## config.mk

```make
export PLATFORM = sky130hd
export DESIGN_NAME = csi_rx
export DESIGN_NICKNAME = d
export VERILOG_FILES = /design/src/pkg/csi_rx_pkg.sv /design/src/rtl/csi_rx.sv
export SDC_FILE = /design/constraint.sdc
export NUM_CORES = 1
export LEC_CHECK = 0
export ABC_AREA = 0
export BUFFER_PORTS_ARGS = -buffer_cell sky130_fd_sc_hd__buf_2
export CAP_MARGIN = 20
export CORE_MARGIN = 4
export CORE_UTILIZATION = 55
export CTS_BUF_LIST = sky130_fd_sc_hd__clkbuf_8
export DETAILED_ROUTE_END_ITERATION = 12
export MAX_ROUTING_LAYER = met4
export PLACE_DENSITY_LB_ADDON = 0.2
export REMOVE_ABC_BUFFERS = 1
export SLEW_MARGIN = 20
export SYNTH_ARGS = -nofsm -noshare
export SYNTH_HDL_FRONTEND = slang
export SYNTH_SLANG_ARGS = --single-unit
export TNS_END_PERCENT = 30
```

## constraint.sdc

```tcl
create_clock -name sys_clk -period 2.8 [get_ports sys_clk]
set_clock_uncertainty 0.1 [all_clocks]
set_input_delay 0.28 -clock sys_clk [delete_from_list [all_inputs] [get_ports sys_clk]]
set_output_delay 0.28 -clock sys_clk [all_outputs]
set_load 0.01 [all_outputs]
```

## src/pkg/csi_rx_pkg.sv

```systemverilog
package csi_rx_pkg;
	localparam int NLANE = 4;
	localparam logic [7:0] OFF_CTRL = 8'h00;
	localparam logic [7:0] OFF_MAP  = 8'h04;
	localparam logic [7:0] OFF_VRMP = 8'h08;
	localparam logic [7:0] OFF_STAT = 8'h0C;
	localparam logic [7:0] OFF_MASK = 8'h10;
	localparam logic [7:0] OFF_HDR  = 8'h14;
	localparam int C_PIX = 2;
	localparam int C_CRC = 3;
	localparam int V_EN  = 14;
	localparam logic [4:0]  CTRL_RST = 5'h0B;
	localparam logic [11:0] MAP_RST  = 12'h0E4;
	localparam logic [14:0] VRMP_RST = 15'h0000;
	localparam logic [3:0]  STAT_RST = 4'h0;
	localparam logic [3:0]  MASK_RST = 4'h0;
	localparam int S_CRC = 0;
	localparam int S_PKT = 1;
	localparam int S_DSK = 2;
	localparam int S_FS  = 3;
	localparam logic [7:0]  SYNC_BYTE   = 8'hB8;
	localparam logic [7:0]  DESKEW_BYTE = 8'hFF;
	localparam logic [15:0] CRC_INIT = 16'hFFFF;
	localparam logic [15:0] CRC_POLY = 16'h8408;
	localparam logic [5:0]  DT_LONG_MIN = 6'h10;
	localparam logic [5:0]  DT_FS = 6'h00;
	typedef enum logic [1:0] {PS_HDR, PS_PAY, PS_CRC} parse_e;
endpackage

```

## src/rtl/csi_rx.sv

```systemverilog
// Contract
// - One to four data lanes selectable
// - Any logical lane maps any physical lane
// - Per-lane polarity inversion
// - Lane rate up to 2.5Gbps
// - Accept continuous and burst lane clock
// - Decode 16 virtual channels with extension
// - Pixel mode remaps VC/DT, tunneling passes
// - Deskew on transmitter patterns
// - Line check can be disabled
//
// Added by the designer: the placing of the registers and the strobed register port.
`timescale 1ns/1ps
module csi_rx
	import csi_rx_pkg::*;
(
	// Clock and reset
	input  wire logic        sys_clk,
	input  wire logic        rst_n,
	// Register port
	input  wire logic [7:0]  reg_addr,
	input  wire logic [31:0] reg_wdata,
	input  wire logic        reg_wr,
	input  wire logic        reg_rd,
	output logic      [31:0] reg_rdata,
	// Link pins
	input  wire logic        lane_clk,
	input  wire logic        lane_hs,
	input  wire logic [3:0]  lane_dat,
	// Byte stream and headers
	output logic             pix_valid,
	output logic      [7:0]  pix_byte,
	output logic             hdr_valid,
	output logic      [3:0]  hdr_vc,
	output logic      [5:0]  hdr_dt,
	output logic      [15:0] hdr_wc,
	// Interrupt
	output logic             irq
);
	import csi_rx_pkg::*;

	function automatic logic [15:0] crc_upd(input logic [15:0] c, input logic [7:0] b);
		logic [15:0] r;
		r = c;
		for (int k = 0; k < 8; k++) begin
			r = (r[0] ^ b[k]) ? ((r >> 1) ^ CRC_POLY) : (r >> 1);
		end
		return r;
	endfunction

	logic [5:0]  sy1_q, sy2_q;
	logic        clk_prev_q;
	logic        hs, ledge;
	logic [4:0]  ctrl_q, ctrl_d;
	logic [11:0] map_q, map_d;
	logic [14:0] vrmp_q, vrmp_d;
	logic [3:0]  sts_q, sts_d, msk_q, msk_d, ev;
	logic [31:0] rdat_q, rdat_d;
	logic        irq_q, irq_d;
	logic [2:0]  nl;
	logic [3:0]  act, dhit, have, lkv, hvl;
	logic [31:0] bytes_w;
	logic        dsk_any, gather;
	logic [31:0] hold_q, hold_d;
	logic        emit_q, emit_d;
	logic [1:0]  idx_q, idx_d;
	logic [7:0]  bb;
	parse_e      ps_q, ps_d;
	logic [15:0] pc_q, pc_d, wc_q, wc_d, crc_q, crc_d;
	logic [23:0] hb_q, hb_d;
	logic [7:0]  ck_q, ck_d, pb_q, pb_d;
	logic        pv_q, pv_d, hdv_q, hdv_d;
	logic [3:0]  hvc_q, hvc_d, rvc;
	logic [5:0]  hdt_q, hdt_d, rdt;
	logic [15:0] hwc_q, hwc_d;
	logic        crc_ev, pkt_ev, fs_ev;

	// Clock, burst flag and data all take the same two stages, so they stay aligned.
	always_ff @(posedge sys_clk or negedge rst_n) begin
		if (!rst_n) begin
			sy1_q      <= 6'h00;
			sy2_q      <= 6'h00;
			clk_prev_q <= 1'b0;
		end else begin
			sy1_q      <= {lane_hs, lane_clk, lane_dat};
			sy2_q      <= sy1_q;
			clk_prev_q <= sy2_q[4];
		end
	end

	// The lane clock is oversampled; the top lane rate is bounded by the sampling rate.
	assign hs    = sy2_q[5];
	assign ledge = sy2_q[4] & ~clk_prev_q & hs;
	assign nl    = {1'b0, ctrl_q[1:0]} + 3'd1;
	assign dsk_any = |dhit;

	genvar gi;
	generate
		for (gi = 0; gi < NLANE; gi++) begin : g_lane
			logic [1:0] ph;
			logic       bt;
			logic [7:0] sh_q, sh_d, by_q, by_d;
			logic [2:0] bc_q, bc_d;
			logic       lk_q, lk_d, hv_q, hv_d;
			assign ph = map_q[2*gi +: 2];
			assign bt = sy2_q[ph] ^ map_q[8 + ph];
			assign act[gi] = (gi < nl);
			assign dhit[gi] = ledge & ~lk_q & act[gi] & ({bt, sh_q[7:1]} == DESKEW_BYTE);
			always_comb begin
				sh_d = sh_q;
				lk_d = lk_q;
				bc_d = bc_q;
				by_d = by_q;
				hv_d = hv_q & ~gather;
				// Alignment is dropped at every burst end, so a stopped clock is harmless.
				if (!hs || dsk_any || !act[gi]) begin
					sh_d = 8'h00;
					lk_d = 1'b0;
					hv_d = 1'b0;
				end else if (ledge) begin
					sh_d = {bt, sh_q[7:1]};
					if (!lk_q) begin
						if (sh_d == SYNC_BYTE) begin
							lk_d = 1'b1;
							bc_d = 3'd0;
						end
					end else begin
						bc_d = bc_q + 3'd1;
						if (bc_q == 3'd7) begin
							by_d = sh_d;
							hv_d = 1'b1;
						end
					end
				end
			end
			always_ff @(posedge sys_clk or negedge rst_n) begin
				if (!rst_n) begin
					sh_q <= 8'h00;
					by_q <= 8'h00;
					bc_q <= 3'd0;
					lk_q <= 1'b0;
					hv_q <= 1'b0;
				end else begin
					sh_q <= sh_d;
					by_q <= by_d;
					bc_q <= bc_d;
					lk_q <= lk_d;
					hv_q <= hv_d;
				end
			end
			assign have[gi] = hv_q | ~act[gi];
			assign hvl[gi]  = hv_q;
			assign lkv[gi]  = lk_q;
			assign bytes_w[8*gi +: 8] = by_q;
		end
	endgenerate

	// Waiting for every active lane absorbs sub-byte skew between lanes.
	assign gather = (&have) & hvl[0] & ~emit_q;
	assign bb = hold_q[8*idx_q +: 8];

	always_comb begin
		hold_d = hold_q;
		emit_d = emit_q;
		idx_d  = idx_q;
		if (gather) begin
			hold_d = bytes_w;
			emit_d = 1'b1;
			idx_d  = 2'd0;
		end else if (emit_q) begin
			idx_d = idx_q + 2'd1;
			if ({1'b0, idx_q} == nl - 3'd1) begin
				emit_d = 1'b0;
			end
		end
	end

	always_ff @(posedge sys_clk or negedge rst_n) begin
		if (!rst_n) begin
			hold_q <= 32'h0000_0000;
			emit_q <= 1'b0;
			idx_q  <= 2'd0;
		end else begin
			hold_q <= hold_d;
			emit_q <= emit_d;
			idx_q  <= idx_d;
		end
	end

	assign rvc = {bb[7:6], hb_q[7:6]};
	assign rdt = hb_q[5:0];

	always_comb begin
		ps_d   = ps_q;
		pc_d   = pc_q;
		wc_d   = wc_q;
		crc_d  = crc_q;
		hb_d   = hb_q;
		ck_d   = ck_q;
		pv_d   = 1'b0;
		pb_d   = pb_q;
		hdv_d  = 1'b0;
		hvc_d  = hvc_q;
		hdt_d  = hdt_q;
		hwc_d  = hwc_q;
		crc_ev = 1'b0;
		pkt_ev = 1'b0;
		fs_ev  = 1'b0;
		if (!hs) begin
			ps_d = PS_HDR;
			pc_d = 16'd0;
		end else if (emit_q) begin
			case (ps_q)
				PS_HDR: begin
					pc_d = pc_q + 16'd1;
					if (pc_q < 16'd3) begin
						hb_d = {bb, hb_q[23:8]};
					end else begin
						hdv_d  = 1'b1;
						pkt_ev = 1'b1;
						fs_ev  = (rdt == DT_FS);
						hvc_d  = rvc;
						hdt_d  = rdt;
						hwc_d  = hb_q[23:8];
						pc_d   = 16'd0;
						if (ctrl_q[C_PIX] && vrmp_q[V_EN] && rvc == vrmp_q[3:0]) begin
							hvc_d = vrmp_q[7:4];
							hdt_d = vrmp_q[13:8];
						end
						if (rdt >= DT_LONG_MIN && hb_q[23:8] != 16'd0) begin
							ps_d  = PS_PAY;
							wc_d  = hb_q[23:8];
							crc_d = CRC_INIT;
						end
					end
				end
				PS_PAY: begin
					pv_d  = 1'b1;
					pb_d  = bb;
					crc_d = crc_upd(crc_q, bb);
					pc_d  = pc_q + 16'd1;
					if (pc_q == wc_q - 16'd1) begin
						ps_d = PS_CRC;
						pc_d = 16'd0;
					end
				end
				PS_CRC: begin
					if (pc_q == 16'd0) begin
						ck_d = bb;
						pc_d = 16'd1;
					end else begin
						ps_d   = PS_HDR;
						pc_d   = 16'd0;
						crc_ev = ctrl_q[C_CRC] && ({bb, ck_q} != crc_q);
					end
				end
				default: ps_d = PS_HDR;
			endcase
		end
	end

	always_ff @(posedge sys_clk or negedge rst_n) begin
		if (!rst_n) begin
			ps_q  <= PS_HDR;
			pc_q  <= 16'd0;
			wc_q  <= 16'd0;
			crc_q <= CRC_INIT;
			hb_q  <= 24'h000000;
			ck_q  <= 8'h00;
			pv_q  <= 1'b0;
			pb_q  <= 8'h00;
			hdv_q <= 1'b0;
			hvc_q <= 4'h0;
			hdt_q <= 6'h00;
			hwc_q <= 16'h0000;
		end else begin
			ps_q  <= ps_d;
			pc_q  <= pc_d;
			wc_q  <= wc_d;
			crc_q <= crc_d;
			hb_q  <= hb_d;
			ck_q  <= ck_d;
			pv_q  <= pv_d;
			pb_q  <= pb_d;
			hdv_q <= hdv_d;
			hvc_q <= hvc_d;
			hdt_q <= hdt_d;
			hwc_q <= hwc_d;
		end
	end

	always_comb begin
		ctrl_d = ctrl_q;
		map_d  = map_q;
		vrmp_d = vrmp_q;
		msk_d  = msk_q;
		ev     = 4'h0;
		ev[S_CRC] = crc_ev;
		ev[S_PKT] = pkt_ev;
		ev[S_DSK] = dsk_any;
		ev[S_FS]  = fs_ev;
		if (reg_wr) begin
			case (reg_addr)
				OFF_CTRL: ctrl_d = reg_wdata[4:0];
				OFF_MAP:  map_d  = reg_wdata[11:0];
				OFF_VRMP: vrmp_d = reg_wdata[14:0];
				OFF_MASK: msk_d  = reg_wdata[3:0];
				default:  ctrl_d = ctrl_q;
			endcase
		end
		// A new event in the clearing read's cycle survives the clear.
		sts_d = (reg_rd && reg_addr == OFF_STAT) ? ev : (sts_q | ev);
		case (reg_addr)
			OFF_CTRL: rdat_d = {27'h0, ctrl_q};
			OFF_MAP:  rdat_d = {20'h0, map_q};
			OFF_VRMP: rdat_d = {17'h0, vrmp_q};
			OFF_STAT: rdat_d = {28'h0, sts_q};
			OFF_MASK: rdat_d = {28'h0, msk_q};
			OFF_HDR:  rdat_d = {6'h0, hwc_q, hdt_q, hvc_q};
			default:  rdat_d = 32'h0000_0000;
		endcase
		if (!reg_rd) begin
			rdat_d = 32'h0000_0000;
		end
		irq_d = |(sts_d & msk_d);
	end

	always_ff @(posedge sys_clk or negedge rst_n) begin
		if (!rst_n) begin
			ctrl_q <= CTRL_RST;
			map_q  <= MAP_RST;
			vrmp_q <= VRMP_RST;
			sts_q  <= STAT_RST;
			msk_q  <= MASK_RST;
			rdat_q <= 32'h0000_0000;
			irq_q  <= 1'b0;
		end else begin
			ctrl_q <= ctrl_d;
			map_q  <= map_d;
			vrmp_q <= vrmp_d;
			sts_q  <= sts_d;
			msk_q  <= msk_d;
			rdat_q <= rdat_d;
			irq_q  <= irq_d;
		end
	end

	assign reg_rdata = rdat_q;
	assign pix_valid = pv_q;
	assign pix_byte  = pb_q;
	assign hdr_valid = hdv_q;
	assign hdr_vc    = hvc_q;
	assign hdr_dt    = hdt_q;
	assign hdr_wc    = hwc_q;
	assign irq       = irq_q;
endmodule

```

After elaboration in Yosys (flattened, before gate mapping)
Cells that the tools add are included.
Widths: inputs -> output; s select.
Storage, ports and cells
  bits in registers: 323
  bits of input ports: 50
  output and inout bits: 69
  word-level logic and storage cells: 333
Cells by class
  bitwise gates (word level): 62
  reductions and logical operators: 52
  magnitude comparators: 14
  shifts and indexed selects: 1
  multiplexer cells: 115
  equal/unequal tests: 31
  $add $sub $neg: 13
Operators by type and width (number)
  $mux 16: 14
  $pmux 26 s6: 1
  $eq 8x8->1 const B: 8
  $mux 8: 8
  $mux 1: 59
  $pmux 16 s3: 1
  $mux 32: 1
  $pmux 16 s2: 1
  $reduce_and 4->1: 8
  $shiftx 32x6->8: 1
  $mux 3: 8
  $not 2->3: 8
  $add 4x2->5 const A: 4
  $and 1x1->1: 20
  $lt 5x5->1 const B: 4
  $reduce_bool 2->1: 10
  $add 16x1->16 const B: 1
  $bmux 1 s4: 4
  $eq 16x16->1: 1
  $eq 8x4->1 const B: 2
  $eq 8x5->1 const B: 2
  $logic_not 16->1: 1
  $lt 16x2->1 const B: 1
  $lt 2x4->1 const B: 4
  40 further kinds: 116

Logic depth before layout (Yosys ltp)
  depth in word-level cells: 18
  mapped depth: 13

Least setup slack after synthesis
Ideal clock, no wire load.
  kind: reg-to-reg
  start point: register wc_q[0]
  end point: register pc_q[15]
  stages on the path, launching flop included: 13
  arrival: 2640 ps
  clock period less this slack: 2861 ps
  path slack: -61 ps
  required time: 2579 ps
  library setup time: 121 ps
  cells stage by stage: dfrtp_1 -> inv_1 -> ha_1 -> clkbuf_2 -> or4b_4 -> nor3_1 -> o2111ai_1 -> a2111oi_2 -> and2_1 -> a221oi_4 -> buf_6 -> buf_6 -> a22o_1
Between the ends
  longest elaborated chain between the ends: 6
RTL lines
  start, declared: RTL line csi_rx.sv:69  | logic [15:0] pc_q, pc_d, wc_q, wc_d, crc_q, crc_d;
  start signal, assigned: RTL line csi_rx.sv:279  | wc_q <= wc_d;
  $sub 16x1->16: RTL line csi_rx.sv:242  | if (pc_q == wc_q - 16'd1) begin
  $eq 16x16->1: RTL line csi_rx.sv:242
  $mux 16: RTL line csi_rx.sv:242
  $pmux 16 s3: RTL line csi_rx.sv:213  | case (ps_q)
  $mux 16: RTL line csi_rx.sv:212  | end else if (emit_q) begin
  $mux 16: RTL line csi_rx.sv:209  | if (!hs) begin
  end signal, assigned: RTL line csi_rx.sv:278  | pc_q <= pc_d;
  end, declared: RTL line csi_rx.sv:69
Every way passes these cells. The select of a mux whose other input is x is not followed.
A chain may end at the register's enable or synchronous reset.

Worst setup path after layout
  start point: register wc_q[1]
  end point: register pc_q[12]
The elaborated chain is that of the path after synthesis.

==> results.tsv <==
stage	metric	value	unit
synth	avgSynthCellArea	12.8	sq um
floorplanning	fp.coreArea	25300	sq um
synth	synth_seq_area_share	55.6	%
run_status	violations	negative setup slack	
clock_tree	numCtsBuffers	51	
routing	wl_met3	1.33	mm
synth	synth_flop_cell	dfrtp_1	
timing	period_share	101	%
worst_setup_path	crit_buf_inv	3	
floorplanning	rows	58	
routing	totalWireLength	33.2	mm
timing	setup_ws	-0.0356	ns
routing	detail-route-antenna-nets	0	
clock_tree	ctsRootBufferMaster	clkbuf_8	
routing	firstDrtPassIters	7	
power	powerDensity	516	nW/um^2
power	power	8810	uW
timing	final_hold_viol_count	0	
hold_path	worstHoldStart	reg_wr	
clock_tree	clkLatencyLatePin	0.58	ns
routing	route.vias.total	9794	
placed_design	dpl.hpwl	23.4	mm
power	p_leak	0.00871	uW
synth	yosys.area_share.xor_xnor	4.52	%
synth	synthDistinctLibCells	67	
clock_tree	htreeDepth	2	
timing	worst_pin_slew	0.736	ns
timing	fin_crit	2.84	ns
timing	rsz0062_at_grt	true	
finish	nets	1394	
timing	setup_violations	12	
timing	slew_headroom	51.0	%
grt	antenna_found_initial	0	
worst_setup_path	r2r_cells	12	
worst_setup_path	r2r_slack	-0.04	ns
finish	final_common_cell	dfrtp_1	
run_status	status	complete, but fails checks	
hold_path	min_to	vrmp_q[13]$_DFFE_PN0P_	
routing	drtIter0Drc	778	
placed_design	dpl_cell_area	15500	sq um
timing	finalSetupTns	-0.292	ns
floorplanning	die_w	168	um
placed_design	portBuffers	95	
synth	synth_top_family_by_area	multiplexers	
finish	fin_area	17100	sq um
worst_setup_path	worstPathRequired	3.18	ns
hold_path	hold_class	input pin to register	
finish	mostFrequentLayoutCells	dfrtp_1, mux2_2, buf_2	
grt	grt_pass1_vias	9849	
routing	drt-met1-wl	15.0	mm
routing	wl_met2	16.4	mm
synth	synth_fa_ha_area_share	1.68	%
clock_tree	cts.sinks	313	
routing	top_layer	met4	
synth	synth_seq_cells	313	
worst_setup_path	reg2reg_from	wc_q[1]$_DFFE_PN0P_	
floorplanning	die_area	28300	sq um
worst_setup_path	cpMaxStageDelayCell	or4b_4	
finish	area_delta_synth_final	20.8	%
hold_path	hold_depth	3	
worst_setup_path	crit_family	compound AO/OA/AOI/OAI gates	
routing	vias_per_cell	5.77	
floorplanning	start_util	56.0	%
synth	ys_warn_count	0	
worst_setup_path	r2r_end	pc_q[12]$_DFFE_PN0P_	
clock_tree	clock_tree.buffer_depth	3	
synth	synth_area	14100	sq um
synth	syn_inst	1100	
finish	diodes	0	
worst_setup_path	cp-end-kind	register	
finish	post-route-util	67.6	%
routing	wire_per_inst	19.6	um
grt	grt_pass1_wl	53.7	mm
power	ir_worst_vdd	0.461	mV
flow_run	cap_violations	0	
floorplanning	die-height	168	um
worst_setup_path	path_cells	inv_1 -> ha_2 -> or4b_4 -> o21a_1 -> o2111ai_2 -> a2111oi_4 -> and2_4 -> a221oi_4 -> buf_4 -> buf_16 -> a21oi_1 -> a31oi_1	
worst_setup_path	cp_max_fo	12	
timing	fmax	353	MHz
worst_setup_path	worstPathArrival	3.21	ns
synth	synth_async_sr_flop_share	100	%
routing	drc_errors	0	
grt	grt_overflow	0	
timing	slew_violations	0	
clock_tree	cts_tree	built	
worst_setup_path	cp-start-kind	register	
synth	synth-compound-area-share	7.92	%
floorplanning	ioPinCount	119	
synth	synth_mux_area_share	17.2	%
synth	synth_edf_count	0	
placed_design	routabilityCongestion	0.871	
worst_setup_path	critPathKind	register to register	
grt	grt_max_degree	79	
grt	grtUsageTotal	24.2	%
synth	synthSimpleGateAreaFrac	10.7	%
clock_tree	clk_pin_slew	0.06	ns
finish	drive_gt1_share	37.9	%
worst_setup_path	max_stage_delay	0.51	ns
[layout make-up]
type / count / area, sq um
multi-input combinational: 724 / 6160
tap: 330 / 413
clock inverter: 30 / 125
timing repair buffer: 217 / 1550
fill: 1868 / 8180
inverter: 18 / 67.6
clock buffer: 65 / 895
sequential: 313 / 7860
[synth_stat cells (all sizes together), types with 9 or more instances]
| library cell | number | area (sq um) |
|---|---|---|
| nor2 | 46 | 173 |
| nand3 | 21 | 133 |
| xnor2 | 31 | 272 |
| mux2 | 172 | 1940 |
| a21oi | 31 | 155 |
| nand2b | 9 | 56.3 |
| o21ai | 28 | 140 |
| a32o | 9 | 90.1 |
| and3 | 28 | 175 |
| xor2 | 42 | 368 |
| dfstp | 23 | 604 |
| nand3b | 9 | 67.6 |
| dfrtp | 290 | 7260 |
| nor4 | 25 | 201 |
| clkbuf | 28 | 106 |
| mux4 | 16 | 360 |
| buf | 22 | 149 |
| nor3 | 13 | 70.1 |
| ha | 19 | 238 |
| a22o | 29 | 254 |
| a22oi | 9 | 67.6 |
| mux2i | 13 | 130 |
| a31oi | 13 | 81.3 |
| inv | 18 | 67.6 |
| nand2 | 72 | 270 |
[cell families after synthesis]
logic type,count (synthesis)
flip-flops,313
XOR/XNOR,73
buffers and inverters,68
multiplexers,201
other,1
adder cells (fa/ha/maj),19
AO/OA/AOI/OAI,154
AND/OR/NAND/NOR,271
[layer usage]
layer	track usage, %	vias to the layer above
li1	-	4490
met1	33.5	5039
met2	39.0	215
met3	3.52	50
met4	4.94	0
met5	-	-
[flip-flops by register name (all words and copies together), names as in the netlist, 5 cells and up]
name         flops
ck_q             8
crc_q           16
ctrl_q           5
g_lane.bc_q     12
g_lane.by_q     32
g_lane.sh_q     28
hb_q            24
hdr_dt           6
hdr_wc          16
hold_q          32
map_q           12
pc_q            16
pix_byte         8
reg_rdata       26
sy1_q            6
sy2_q            6
vrmp_q          15
wc_q            16
[worst reg2reg max path: stages (launching register included)]
cell and delay, ns:
dfrtp_1 0.37, inv_1 0.06, ha_2 0.18, or4b_4 0.51, o21a_1 0.21, o2111ai_2 0.21, a2111oi_4 0.06, and2_4 0.16
a221oi_4 0.34, buf_4 0.20, buf_16 0.13, a21oi_1 0.07, a31oi_1 0.14
[stage by stage]
stage / hold slack [ns] / setup WS, ns / cells
after CTS: 0.0544 / -0.0187 / 1691
final: 0.103 / -0.0356 / 1697
after global placement: 0.208 / -0.0317 / 1568
after global routing: 0.0986 / -0.178 / 1697
after floorplan: -0.116 / -0.968 / 1055
after detailed placement: 0.213 / -0.0681 / 1568
[worst max path at each step]
stage / startpoint / end / slack (ns) / cells past startpoint
4_1_cts: wc_q[0]$_DFFE_PN0P_ / pc_q[8]$_DFFE_PN0P_ / -0.02 / 11
3_3_place_gp: idx_q[0]$_DFFE_PN0P_ / irq$_DFF_PN0_ / -0.03 / 9
2_1_floorplan: ctrl_q[0]$_DFFE_PN1P_ / g_lane[0].hv_q$_DFF_PN0_ / -0.97 / 7
6_report: wc_q[1]$_DFFE_PN0P_ / pc_q[12]$_DFFE_PN0P_ / -0.04 / 12
3_5_place_dp: wc_q[0]$_DFFE_PN0P_ / pc_q[9]$_DFFE_PN0P_ / -0.07 / 10
5_1_grt: wc_q[0]$_DFFE_PN0P_ / pc_q[9]$_DFFE_PN0P_ / -0.18 / 12
[timing repair]
item | CTS | global route
hold buffers | 22 | 0
endpoints found under the hold margin | 114 | 0
setup endpoints to repair | 51 | 74
pin swaps | 9 | 9
setup buffers | 4 | 7
cloned | 2 | 0
gates resized for setup | 21 | 20
[where the power goes]
part	switching (uW)	internal (uW)
combinational	205	143
clock	1780	2080
sequential	35.4	4570
Note: power is estimated with default switching activity, not from simulation.
